$ cat src/rtl/tifd_defines.svh
// constants of the terminal input fan-in decoder: offsets, fields, counts
// assumes inclusion by its bare name from every file that needs them
`ifndef TIFD_DEFINES_SVH
`define TIFD_DEFINES_SVH

// ****************************************************************
// register byte offsets on the apb side
// ****************************************************************
`define TIFD_OFF_CONNECT   12'h000
`define TIFD_OFF_WORD      12'h004
`define TIFD_OFF_STATUS    12'h008

// ****************************************************************
// connect register fields
// ****************************************************************
`define TIFD_CON_CODE_HI   11
`define TIFD_CON_STROBE    12
`define TIFD_CON_SCAN      13
`define TIFD_CON_CLEAR     14

// ****************************************************************
// connect code fields (four octal digits)
// ****************************************************************
`define TIFD_CODE_SYS_HI   11
`define TIFD_CODE_SYS_LO   9
`define TIFD_CODE_GRP_HI   8
`define TIFD_CODE_GRP_LO   6
`define TIFD_CODE_CAB_HI   5
`define TIFD_CODE_CAB_LO   4
`define TIFD_CODE_SECT     3
`define TIFD_CODE_UNIT_HI  2
`define TIFD_CODE_STRAP_LO 3
`define TIFD_SYS_VALUE     3'h0
`define TIFD_GROUP_MAX     3'h2

// ****************************************************************
// returned word and status fields
// ****************************************************************
`define TIFD_W_DATA_HI     7
`define TIFD_W_BRKIDLE     9
`define TIFD_W_LOST        10
`define TIFD_W_READY       11
`define TIFD_W_REPLY       12
`define TIFD_S_MATCH       0
`define TIFD_S_IDX_LO      1
`define TIFD_S_IDX_HI      3
`define TIFD_S_SECT        4
`define TIFD_S_SYSOK       5
`define TIFD_S_SCAN        6
`define TIFD_S_OUTREQ      7
`define TIFD_S_PEND_LO     8
`define TIFD_S_PEND_HI     15

// ****************************************************************
// sizes and timing
// ****************************************************************
`define TIFD_MAX_UNITS     8
`define TIFD_MAX_DATA      8
`define TIFD_STRAP_W       9
`define TIFD_STRAP_SETTLE  2'h3
`define TIFD_IDLE_SEC      5
`define TIFD_CLK_HZ        50000000
`define TIFD_IDLE_CNT_W    32

`endif

$ cat src/rtl/tifd_pkg.sv
// state types of the terminal input fan-in decoder
// assumes tifd_defines.svh for the field widths
`include "tifd_defines.svh"

package tifd_pkg;

   // ****************************************************************
   // per unit status holder state
   // ****************************************************************
   typedef struct packed {
      logic [`TIFD_MAX_DATA-1:0]   hold;
      logic                        ready;
      logic                        lost;
      logic                        brk;
      logic                        idle;
      logic                        strb_prev;
      logic [`TIFD_IDLE_CNT_W-1:0] cnt;
   } tifd_unit_state_t;

   // ****************************************************************
   // top level state
   // ****************************************************************
   typedef struct packed {
      logic [11:0]                code;
      logic                       conn;
      logic                       scan;
      logic [2:0]                 idx;
      logic [`TIFD_MAX_UNITS-1:0] ack;
      logic                       clr;
      logic [31:0]                rdata;
      logic                       pready;
      logic                       slverr;
      logic [`TIFD_STRAP_W-1:0]   strap;
      logic [1:0]                 strap_cnt;
   } tifd_top_state_t;

endpackage : tifd_pkg

$ cat src/rtl/tifd_sync.sv
// two flip-flop synchroniser for a bundle of pin levels
// assumes the levels are slow against clk; words must be stable around use
`timescale 1ns/1ps

module tifd_sync #(
   parameter int W = 1
) (
   // clock and reset
   input  wire logic         clk,
   input  wire logic         resetn,
   // levels
   input  wire logic [W-1:0] d,
   output logic      [W-1:0] q
);

   typedef struct packed {
      logic [W-1:0] s1;
      logic [W-1:0] s2;
   } tifd_sync_state_t;

   tifd_sync_state_t st_q;
   tifd_sync_state_t st_d;

   // first stage feeds only the second
   always_comb
   begin
      st_d    = st_q;
      st_d.s1 = d;
      st_d.s2 = st_q.s1;
   end

   // state register
   always_ff @(posedge clk or negedge resetn)
   begin
      if (!resetn)
      begin
         st_q <= '0;
      end
      else
      begin
         st_q <= st_d;
      end
   end

   assign q = st_q.s2;

endmodule : tifd_sync

$ cat src/rtl/tifd_unit_status.sv
// status holder for one serial_input_unit: holding register and four flags
// assumes synchronised inputs and a one-cycle acknowledge from the fan-in
`timescale 1ns/1ps
`include "tifd_defines.svh"

module tifd_unit_status #(
   parameter int DATA_W      = `TIFD_MAX_DATA,
   parameter int IDLE_CYCLES = `TIFD_IDLE_SEC * `TIFD_CLK_HZ
) (
   // clock and reset
   input  wire logic              clk,
   input  wire logic              resetn,
   input  wire logic              clr,
   // unit side levels
   input  wire logic [DATA_W-1:0] char_in,
   input  wire logic              strobe,
   input  wire logic              brk_line,
   input  wire logic              marking,
   input  wire logic              ack,
   // fan-in side
   output logic      [DATA_W-1:0] data,
   output logic                   ready,
   output logic                   lost,
   output logic                   brk_idle
);

   tifd_pkg::tifd_unit_state_t st_q;
   tifd_pkg::tifd_unit_state_t st_d;
   logic                       new_char;

   assign new_char = strobe & ~st_q.strb_prev;

   // holding register and idle timer are sized for these ranges
   generate
      if (DATA_W < 1 || DATA_W > `TIFD_MAX_DATA || IDLE_CYCLES < 1)
      begin : g_bad_param
         $error("DATA_W or IDLE_CYCLES out of range");
      end
   endgenerate

   // flag update; the ready and break sets win over the acknowledge clear
   always_comb
   begin
      st_d           = st_q;
      st_d.strb_prev = strobe;
      if (new_char)
      begin
         st_d.hold  = `TIFD_MAX_DATA'(char_in);
         st_d.ready = 1'b1;
      end
      else if (ack)
      begin
         st_d.ready = 1'b0;
      end
      if (ack)
      begin
         st_d.lost = 1'b0;
         st_d.brk  = 1'b0;
      end
      if (new_char && st_q.ready && !ack)
      begin
         st_d.lost = 1'b1;
      end
      if (brk_line)
      begin
         st_d.brk = 1'b1;
      end
      // idle timer runs while the line stays marking
      if (!marking)
      begin
         st_d.cnt  = '0;
         st_d.idle = 1'b0;
      end
      else if (st_q.cnt == `TIFD_IDLE_CNT_W'(IDLE_CYCLES - 1))
      begin
         st_d.idle = 1'b1;
      end
      else
      begin
         st_d.cnt = st_q.cnt + `TIFD_IDLE_CNT_W'(1);
      end
      if (clr)
      begin
         st_d       = '0;
         st_d.hold  = st_q.hold;
         st_d.strb_prev = strobe;
      end
   end

   // state register
   always_ff @(posedge clk or negedge resetn)
   begin
      if (!resetn)
      begin
         st_q <= '0;
      end
      else
      begin
         st_q <= st_d;
      end
   end

   // break forces an all-zero character; idle keeps the held one
   assign data     = st_q.brk ? '0 : st_q.hold[DATA_W-1:0];
   assign ready    = st_q.ready;
   assign lost     = st_q.lost;
   assign brk_idle = st_q.brk | st_q.idle;

endmodule : tifd_unit_status

$ cat src/rtl/tifd_top.sv
// terminal input fan-in decoder: connect-code decode, unit fan-in, apb slave
// assumes an apb master on clk; unit pins and strap arrive asynchronously
// one instance serves one section; a cabinet fits two
// every apb transfer gets exactly one wait state
// connect at 0x000, word at 0x004, status at 0x008
`timescale 1ns/1ps
`include "tifd_defines.svh"

module tifd_top #(
   parameter int NUM_UNITS   = `TIFD_MAX_UNITS,
   parameter int DATA_W      = `TIFD_MAX_DATA,
   parameter int IDLE_CYCLES = `TIFD_IDLE_SEC * `TIFD_CLK_HZ
) (
   // clock and reset
   input  wire logic                        clk,
   input  wire logic                        resetn,
   // apb slave
   input  wire logic                        psel,
   input  wire logic                        penable,
   input  wire logic                        pwrite,
   input  wire logic [11:0]                 paddr,
   input  wire logic [31:0]                 pwdata,
   output logic      [31:0]                 prdata,
   output logic                             pready,
   output logic                             pslverr,
   // cabinet and section strap
   input  wire logic [`TIFD_STRAP_W-1:0]    strap_code,
   // serial_input_unit side
   input  wire logic [NUM_UNITS*DATA_W-1:0] unit_char,
   input  wire logic [NUM_UNITS-1:0]        unit_strobe,
   input  wire logic [NUM_UNITS-1:0]        unit_break,
   input  wire logic [NUM_UNITS-1:0]        unit_mark,
   output logic      [NUM_UNITS-1:0]        unit_ack,
   // serial_output_unit character requests
   input  wire logic [NUM_UNITS-1:0]        out_req
);

   // ****************************************************************
   // elaboration checks
   // ****************************************************************
   // bits of pin levels passing the synchroniser
   localparam int SW = NUM_UNITS * (DATA_W + 4) + `TIFD_STRAP_W;

   // the index and the state fields are sized for eight units of eight bits
   generate
      if (NUM_UNITS < 1 || NUM_UNITS > `TIFD_MAX_UNITS)
      begin : g_bad_units
         $error("NUM_UNITS must lie between 1 and 8");
      end
      // word holds at most eight data bits
      if (DATA_W < 1 || DATA_W > `TIFD_MAX_DATA)
      begin : g_bad_data
         $error("DATA_W must lie between 1 and 8");
      end
      // idle timer needs at least one cycle
      if (IDLE_CYCLES < 1)
      begin : g_bad_idle
         $error("IDLE_CYCLES must be at least 1");
      end
   endgenerate

   // ****************************************************************
   // pin synchronisers
   // ****************************************************************
   logic [SW-1:0]                  sync_q;
   logic [`TIFD_STRAP_W-1:0]       s_strap;
   logic [NUM_UNITS-1:0]           s_outreq;
   logic [NUM_UNITS-1:0]           s_mark;
   logic [NUM_UNITS-1:0]           s_brk;
   logic [NUM_UNITS-1:0]           s_strobe;
   logic [NUM_UNITS*DATA_W-1:0]    s_char;

   // characters settle a cycle before their strobe rises,
   // so word and strobe may share one synchroniser
   tifd_sync #(
      .W      (SW)
   ) u_sync (
      .clk    (clk),
      .resetn (resetn),
      .d      ({strap_code, out_req, unit_mark, unit_break, unit_strobe, unit_char}),
      .q      (sync_q)
   );

   // split the synchronised bundle
   // order follows the concatenation at the input
   assign {s_strap, s_outreq, s_mark, s_brk, s_strobe, s_char} = sync_q;

   // ****************************************************************
   // state
   // ****************************************************************
   // one packed struct holds every register
   tifd_pkg::tifd_top_state_t st_q;
   tifd_pkg::tifd_top_state_t st_d;

   // flags and characters of every unit
   logic [NUM_UNITS-1:0]  u_ready;
   logic [NUM_UNITS-1:0]  u_lost;
   logic [NUM_UNITS-1:0]  u_brkidle;
   logic [DATA_W-1:0]     u_data [NUM_UNITS];

   // ****************************************************************
   // per unit status holders
   // ****************************************************************
   // one holder per fitted unit, each with its own ack
   genvar gi;
   generate
      for (gi = 0; gi < NUM_UNITS; gi++)
      begin : g_unit
         tifd_unit_status #(
            .DATA_W      (DATA_W),
            .IDLE_CYCLES (IDLE_CYCLES)
         ) u_stat (
            .clk         (clk),
            .resetn      (resetn),
            .clr         (st_q.clr),
            .char_in     (s_char[gi*DATA_W +: DATA_W]),
            .strobe      (s_strobe[gi]),
            .brk_line    (s_brk[gi]),
            .marking     (s_mark[gi]),
            .ack         (st_q.ack[gi]),
            .data        (u_data[gi]),
            .ready       (u_ready[gi]),
            .lost        (u_lost[gi]),
            .brk_idle    (u_brkidle[gi])
         );
      end
   endgenerate

   // ****************************************************************
   // connect code decode
   // ****************************************************************
   logic        sys_ok;
   logic        match;
   logic        sel_in;
   logic        sel_ready;
   logic [11:0] word;
   logic [11:0] unit_word;

   // system digit zero and group digit at most two
   // codes above group two reach no cabinet here
   assign sys_ok = (st_q.code[`TIFD_CODE_SYS_HI:`TIFD_CODE_SYS_LO] == `TIFD_SYS_VALUE)
                 && (st_q.code[`TIFD_CODE_GRP_HI:`TIFD_CODE_GRP_LO] <= `TIFD_GROUP_MAX);

   // no match until the strap has settled after reset
   // system, group, cabinet and section digits compared whole against the strap
   assign match = st_q.conn && sys_ok
                && (st_q.code[`TIFD_CODE_SYS_HI:`TIFD_CODE_STRAP_LO] == st_q.strap)
                && (st_q.strap_cnt == `TIFD_STRAP_SETTLE);

   // index must name a fitted unit
   // so a short section never reads a missing unit
   assign sel_in    = (32'(st_q.idx) < NUM_UNITS);
   assign sel_ready = match && sel_in && u_ready[st_q.idx];

   // ****************************************************************
   // fan-in of the selected unit onto the shared word
   // ****************************************************************
   always_comb
   begin
      // unmatched or unfitted selections read zero
      unit_word = '0;
      if (match && sel_in)
      begin
         unit_word[`TIFD_W_DATA_HI:0] = `TIFD_MAX_DATA'(u_data[st_q.idx]);
         unit_word[`TIFD_W_READY]     = u_ready[st_q.idx];
         unit_word[`TIFD_W_LOST]      = u_lost[st_q.idx];
         unit_word[`TIFD_W_BRKIDLE]   = u_brkidle[st_q.idx];
      end
      word = unit_word;
   end

   // ****************************************************************
   // apb decode helpers
   // ****************************************************************
   logic apb_first;
   logic apb_done;
   logic mapped;

   // pready low marks the first access cycle
   assign apb_first = psel && penable && !st_q.pready;
   assign apb_done  = psel && penable && st_q.pready;
   assign mapped    = (paddr == `TIFD_OFF_CONNECT) || (paddr == `TIFD_OFF_WORD)
                   || (paddr == `TIFD_OFF_STATUS);

   // ****************************************************************
   // next state
   // ****************************************************************
   always_comb
   begin
      // pulses and the answer stand one cycle only
      st_d        = st_q;
      st_d.ack    = '0;
      st_d.clr    = 1'b0;
      st_d.pready = 1'b0;

      // strap caught over the first cycles after release
      // later changes wait for the next reset
      if (st_q.strap_cnt != `TIFD_STRAP_SETTLE)
      begin
         st_d.strap     = s_strap;
         st_d.strap_cnt = st_q.strap_cnt + 2'h1;
      end

      // first access cycle: prepare the answer, wait state of one cycle
      // a unit turning ready later shows on the next read
      if (apb_first)
      begin
         st_d.pready = 1'b1;
         // unmapped offsets answer error and zero data
         st_d.slverr = !mapped;
         st_d.rdata  = '0;
         case (paddr)
            // clear is write only and reads zero
            `TIFD_OFF_CONNECT:
            begin
               st_d.rdata[`TIFD_CON_CODE_HI:0] = st_q.code;
               st_d.rdata[`TIFD_CON_STROBE]    = st_q.conn;
               st_d.rdata[`TIFD_CON_SCAN]      = st_q.scan;
            end
            // reply only while the selected unit is ready
            `TIFD_OFF_WORD:
            begin
               st_d.rdata[11:0]          = word;
               st_d.rdata[`TIFD_W_REPLY] = sel_ready;
            end
            // decode as the host sees it
            `TIFD_OFF_STATUS:
            begin
               st_d.rdata[`TIFD_S_MATCH]                  = match;
               st_d.rdata[`TIFD_S_IDX_HI:`TIFD_S_IDX_LO]  = st_q.idx;
               st_d.rdata[`TIFD_S_SECT]                   = st_q.code[`TIFD_CODE_SECT];
               st_d.rdata[`TIFD_S_SYSOK]                  = sys_ok;
               st_d.rdata[`TIFD_S_SCAN]                   = st_q.scan;
               st_d.rdata[`TIFD_S_OUTREQ]                 = match && (|s_outreq);
               st_d.rdata[`TIFD_S_PEND_HI:`TIFD_S_PEND_LO] = `TIFD_MAX_UNITS'(u_ready);
            end
            default:
            begin
               st_d.rdata = '0;
            end
         endcase
      end

      // completing edge: writes land, reads of a replied word accept it
      // a read without reply leaves the flags alone
      if (apb_done)
      begin
         st_d.rdata  = '0;
         st_d.slverr = 1'b0;
         // only connect takes writes
         if (pwrite && paddr == `TIFD_OFF_CONNECT)
         begin
            st_d.code = pwdata[`TIFD_CON_CODE_HI:0];
            st_d.conn = pwdata[`TIFD_CON_STROBE];
            st_d.scan = pwdata[`TIFD_CON_SCAN];
            // in scan mode the scanner owns the index
            if (!pwdata[`TIFD_CON_SCAN])
            begin
               st_d.idx = pwdata[`TIFD_CODE_UNIT_HI:0];
            end
            // clear overrides the fields written with it
            if (pwdata[`TIFD_CON_CLEAR])
            begin
               st_d.clr  = 1'b1;
               st_d.code = '0;
               st_d.conn = 1'b0;
               st_d.scan = 1'b0;
               st_d.idx  = '0;
            end
         end
         else if (!pwrite && paddr == `TIFD_OFF_WORD && st_q.rdata[`TIFD_W_REPLY])
         begin
            st_d.ack = `TIFD_MAX_UNITS'(1) << st_q.idx;
         end
      end

      // scanner walks the units until one holds a character
      // frozen during transfers so a read sees one index
      if (st_q.scan && match && !psel && !sel_ready && !st_q.clr)
      begin
         // wrap after the last fitted unit
         if (32'(st_q.idx) >= NUM_UNITS - 1)
         begin
            st_d.idx = '0;
         end
         else
         begin
            st_d.idx = st_q.idx + 3'h1;
         end
      end
   end

   // ****************************************************************
   // state register
   // ****************************************************************
   // all state cleared together by reset
   always_ff @(posedge clk or negedge resetn)
   begin
      if (!resetn)
      begin
         st_q <= '0;
      end
      else
      begin
         st_q <= st_d;
      end
   end

   // outputs straight from state
   // ack cut to the fitted units
   assign prdata   = st_q.rdata;
   assign pready   = st_q.pready;
   assign pslverr  = st_q.slverr;
   assign unit_ack = st_q.ack[NUM_UNITS-1:0];

endmodule : tifd_top

$ cat config.mk
export PLATFORM = sky130hd
export DESIGN_NAME = tifd_top
export DESIGN_NICKNAME = d
export VERILOG_FILES = /design/src/rtl/tifd_pkg.sv /design/src/rtl/tifd_sync.sv /design/src/rtl/tifd_unit_status.sv /design/src/rtl/tifd_top.sv
export VERILOG_INCLUDE_DIRS = /design/src /design/src/rtl
export SDC_FILE = /design/constraint.sdc
export NUM_CORES = 1
export LEC_CHECK = 0
export BUFFER_PORTS_ARGS = -buffer_cell sky130_fd_sc_hd__buf_4
export CORE_MARGIN = 2
export CORE_UTILIZATION = 30
export CTS_BUF_LIST = sky130_fd_sc_hd__clkbuf_16
export CTS_CLUSTER_SIZE = 16
export DETAILED_ROUTE_END_ITERATION = 10
export PLACE_DENSITY = 0.43
export SYNTH_ARGS = -nofsm -noshare
export SYNTH_HDL_FRONTEND = slang
export SYNTH_SLANG_ARGS = --single-unit
$ cat constraint.sdc
create_clock -name clk -period 2.7 [get_ports clk]
set_clock_uncertainty 0.05 [all_clocks]
set_input_delay 0.27 -clock clk [delete_from_list [all_inputs] [get_ports clk]]
set_output_delay 0.27 -clock clk [all_outputs]
set_load 0.005 [all_outputs]
==> run metrics <==
clock buffer depth=3; Seq/Total Area, Yosys=about three fifths; Top FF cell, synth=dfrtp_1; Synth cell types=approximately 70; Worst VDD drop=just over 400 uV; Setup WS pre-CTS=0.280 ns; Vias/cell=between 4 and 5; CP Cell Sequence=or4b_2 -> nor4_2 -> and3b_1 -> mux2i_1 -> nor2_1; post-CTS resize count=0; IO Count=196; die area=89,400 um2; Commonest cells post-synth=dfrtp_1, nor2_1, nand2_1; gr ovfl total=0; async set or reset register ratio after synthesis=100%; register area=approximately 16,000 um2; total negative slack=0 ns; max cap viols=0; synth top area cells=dfrtp_1, nor2_1, mux2_2, xnor2_1, nand2_1; r2r setup slk=roughly 0.27 ns; H-tree depth=3; crit path max fanout=7; fillcell total=between 8,000 and 9,000; average routed wire per standard cell=~17 um; Tightest Pin Transition=about 0.83 ns; Final nets=between 2,000 and 3,000; Post-synth EDFFs=0; Max stage delay on crit path=around 0.70 ns; num rows=108; WHS Path Cells=4; initial core utilization=30.2%; R2R cell count=5; most common cell in the netlist=dfrtp_1; worst r2r src=g_unit[6].u_stat.st_q[24]; Final Hold Viols=0; multi-input logic area=a little under 10,000 um2; Leak Pwr=between 10 and 15 nW; Ys Warns=0; area of the mapped netlist=26,100 um2; outcome=completed; Die Y=299 um; largest net degree at the start of global routing=76; crit end category=flip-flop; Die W=about 300 um; Routed Antenna Nets=0; RSZ-0062 raised after global routing=false; Hold Crit Start=paddr[2]; post-CTS setup buffers=0; Total GRT Usage=15.2%; share of layout cells above drive strength 1=between 10% and 20%; Yosys top cell area share=between 50 and 60%; synthesized flop and latch total=between 600 and 700; Rel. slew slack=roughly 44%; CTS sink count=625; Final Critical Period=about 2.4 ns; max frequency=412 MHz; worst reg2reg endpoint=g_unit[6].u_stat.st_q[1]; Root Buffer=clkbuf_16; DR DRC count=0; Hold Path Class=in -> reg; final worst slack=0.272 ns; initial antenna violation count=5; routed vias=roughly 19,000; Initial DRT Pass Iterations=5; dpl hpwl=around 48 mm; IO Port Bufs=about 160; final setup fails=0; first-pass GRT wire length=~110 mm; core area=between 80,000 and 90,000 um2; Pwr Density=about 640 nW/um2; Startpoint Class=flip-flop; cts hold-fix bufs=about 120; clock latency on the worst-skew pair=between 0.6 and 0.7 ns; ratio of final minimum period to clock period=about 90%; Crit Path Category=reg -> reg; Critical Path RT=around 3.1 ns; Post-Synthesis Mean Instance Area=~11 um2; Critical Path Slowest Stage Cell=or4b_2; number of global-route vias before repair=approximately 19,000; post-synth top area cell=dfrtp_1; First DRT Iteration DRCs=between 1,000 and 1,500; Worst Path Arrival=2.86 ns; routed wire length=just under 70 mm; Hold Path End=prdata[0]; Cells after Synth=between 2,000 and 2,500; Area Growth Syn to Fin=24.6%; Clk pin slew, worst setup/hold paths=~0.060 ns; Placer Congestion=0.801; fin. max-slew vios=0; Inserted Clock Buffers=73; CTS tree=built
==> critical path: cells and delay by family (launching register included) <==
family	cells	cell delay, ns
simple gates	4	1.61
flops	1	0.42
mux	1	0.22
==> layout by cell type (no fill, tap or decap), types with 13 or more instances in the layout <==
master,n
nand4_1,67
and2_1,19
or4_1,17
mux2_2,75
a21oi_1,98
clkinv_2,18
nor2b_1,17
nor2_1,240
nor3_1,73
dlygate4sd3_1,121
clkinv_1,13
or3_1,82
buf_4,234
and3_1,45
a221oi_1,28
xor2_1,61
conb_1,16
a31oi_1,20
nor4_1,56
dfrtp_1,624
ha_1,15
o21ai_0,93
and4_1,27
nand2_1,164
xnor2_1,92
clkbuf_16,75
inv_1,64
nand3_1,84
==> flip-flops by register name, summed over array words and instances (netlist names) <==
signal               flops
g_unit.u_stat.st_q     344
unit_ack                 8
g_unit.u_stat.lost       8
pready                   1
st_q                    29
g_unit.u_stat.ready      8
u_sync.q               105
pslverr                  1
prdata                  16
u_sync.st_d            105
==> power breakdown <==
group          switching, W  leakage (nW)  total [W]  internal, W
clock               0.00407          1.23    0.00992      0.00585
combinational      0.000462          4.49   0.000930     0.000467
sequential         0.000187          7.89    0.00990      0.00971
total               0.00472          13.6     0.0208       0.0160
==> routing by layer <==
| metal | track usage (%) | vias to the layer above | wire length (um) |
|---|---|---|---|
| li1 | - | 8918 | - |
| met1 | 21.3 | 9215 | 32000 |
| met2 | 24.3 | 315 | 31500 |
| met3 | 2.70 | 77 | 2820 |
| met4 | 3.81 | 2 | 1090 |
| met5 | 0 | - | 10 |
==> area by class of cell <==
class	count	area share, %
repair buffers	364	9.66
flip-flops and latches	625	48.1
clock buffers	75	5.77
multi-input cells	1551	29.8
diodes	2	0.0154
well taps	1155	4.44
inverters	54	0.623
clock inverters	60	1.65
==> worst max-delay path by stage <==
stage | from | endpoint | depth (start not counted)
finish | g_unit[6].u_stat.st_q[24] | g_unit[6].u_stat.st_q[1] | 5
global route | g_unit[6].u_stat.st_q[24] | g_unit[6].u_stat.st_q[1] | 5
CTS | g_unit[6].u_stat.st_q[24] | g_unit[6].u_stat.st_q[1] | 5
detailed placement | g_unit[6].u_stat.st_q[24] | g_unit[6].u_stat.st_q[1] | 5
global placement | g_unit[6].u_stat.st_q[24] | g_unit[6].u_stat.st_q[1] | 5
floorplan | g_unit[6].u_stat.st_q[24] | g_unit[6].u_stat.st_q[1] | 6
==> stage by stage <==
stage	area, um2	util [%]	hold WS [ns]	std cells	power, W
after floorplan	26200	-	-0.0756	2354	0.0103
after global placement	28900	33.4	0.189	3628	0.0109
after detailed placement	28900	33.4	0.180	3628	0.0109
after CTS	32500	37.6	0.0466	3884	0.0212
after global routing	32500	37.6	0.0668	3885	0.0217
final	32500	37.6	0.0949	3886	0.0208
==> logic make-up after synthesis <==
kind of cell | after synthesis | synth area share [%]
other | 1 | 0.0144
DFF | 625 | 59.9
xor gates and xnor gates | 153 | 5.13
AOI/OAI and AO/OA | 315 | 7.46
muxes | 92 | 4.13
and+or+nand+nor | 960 | 19.5
adders and majority gates | 15 | 0.719
buffers and inverters | 178 | 3.19
(Power assumes the default switching activity.)
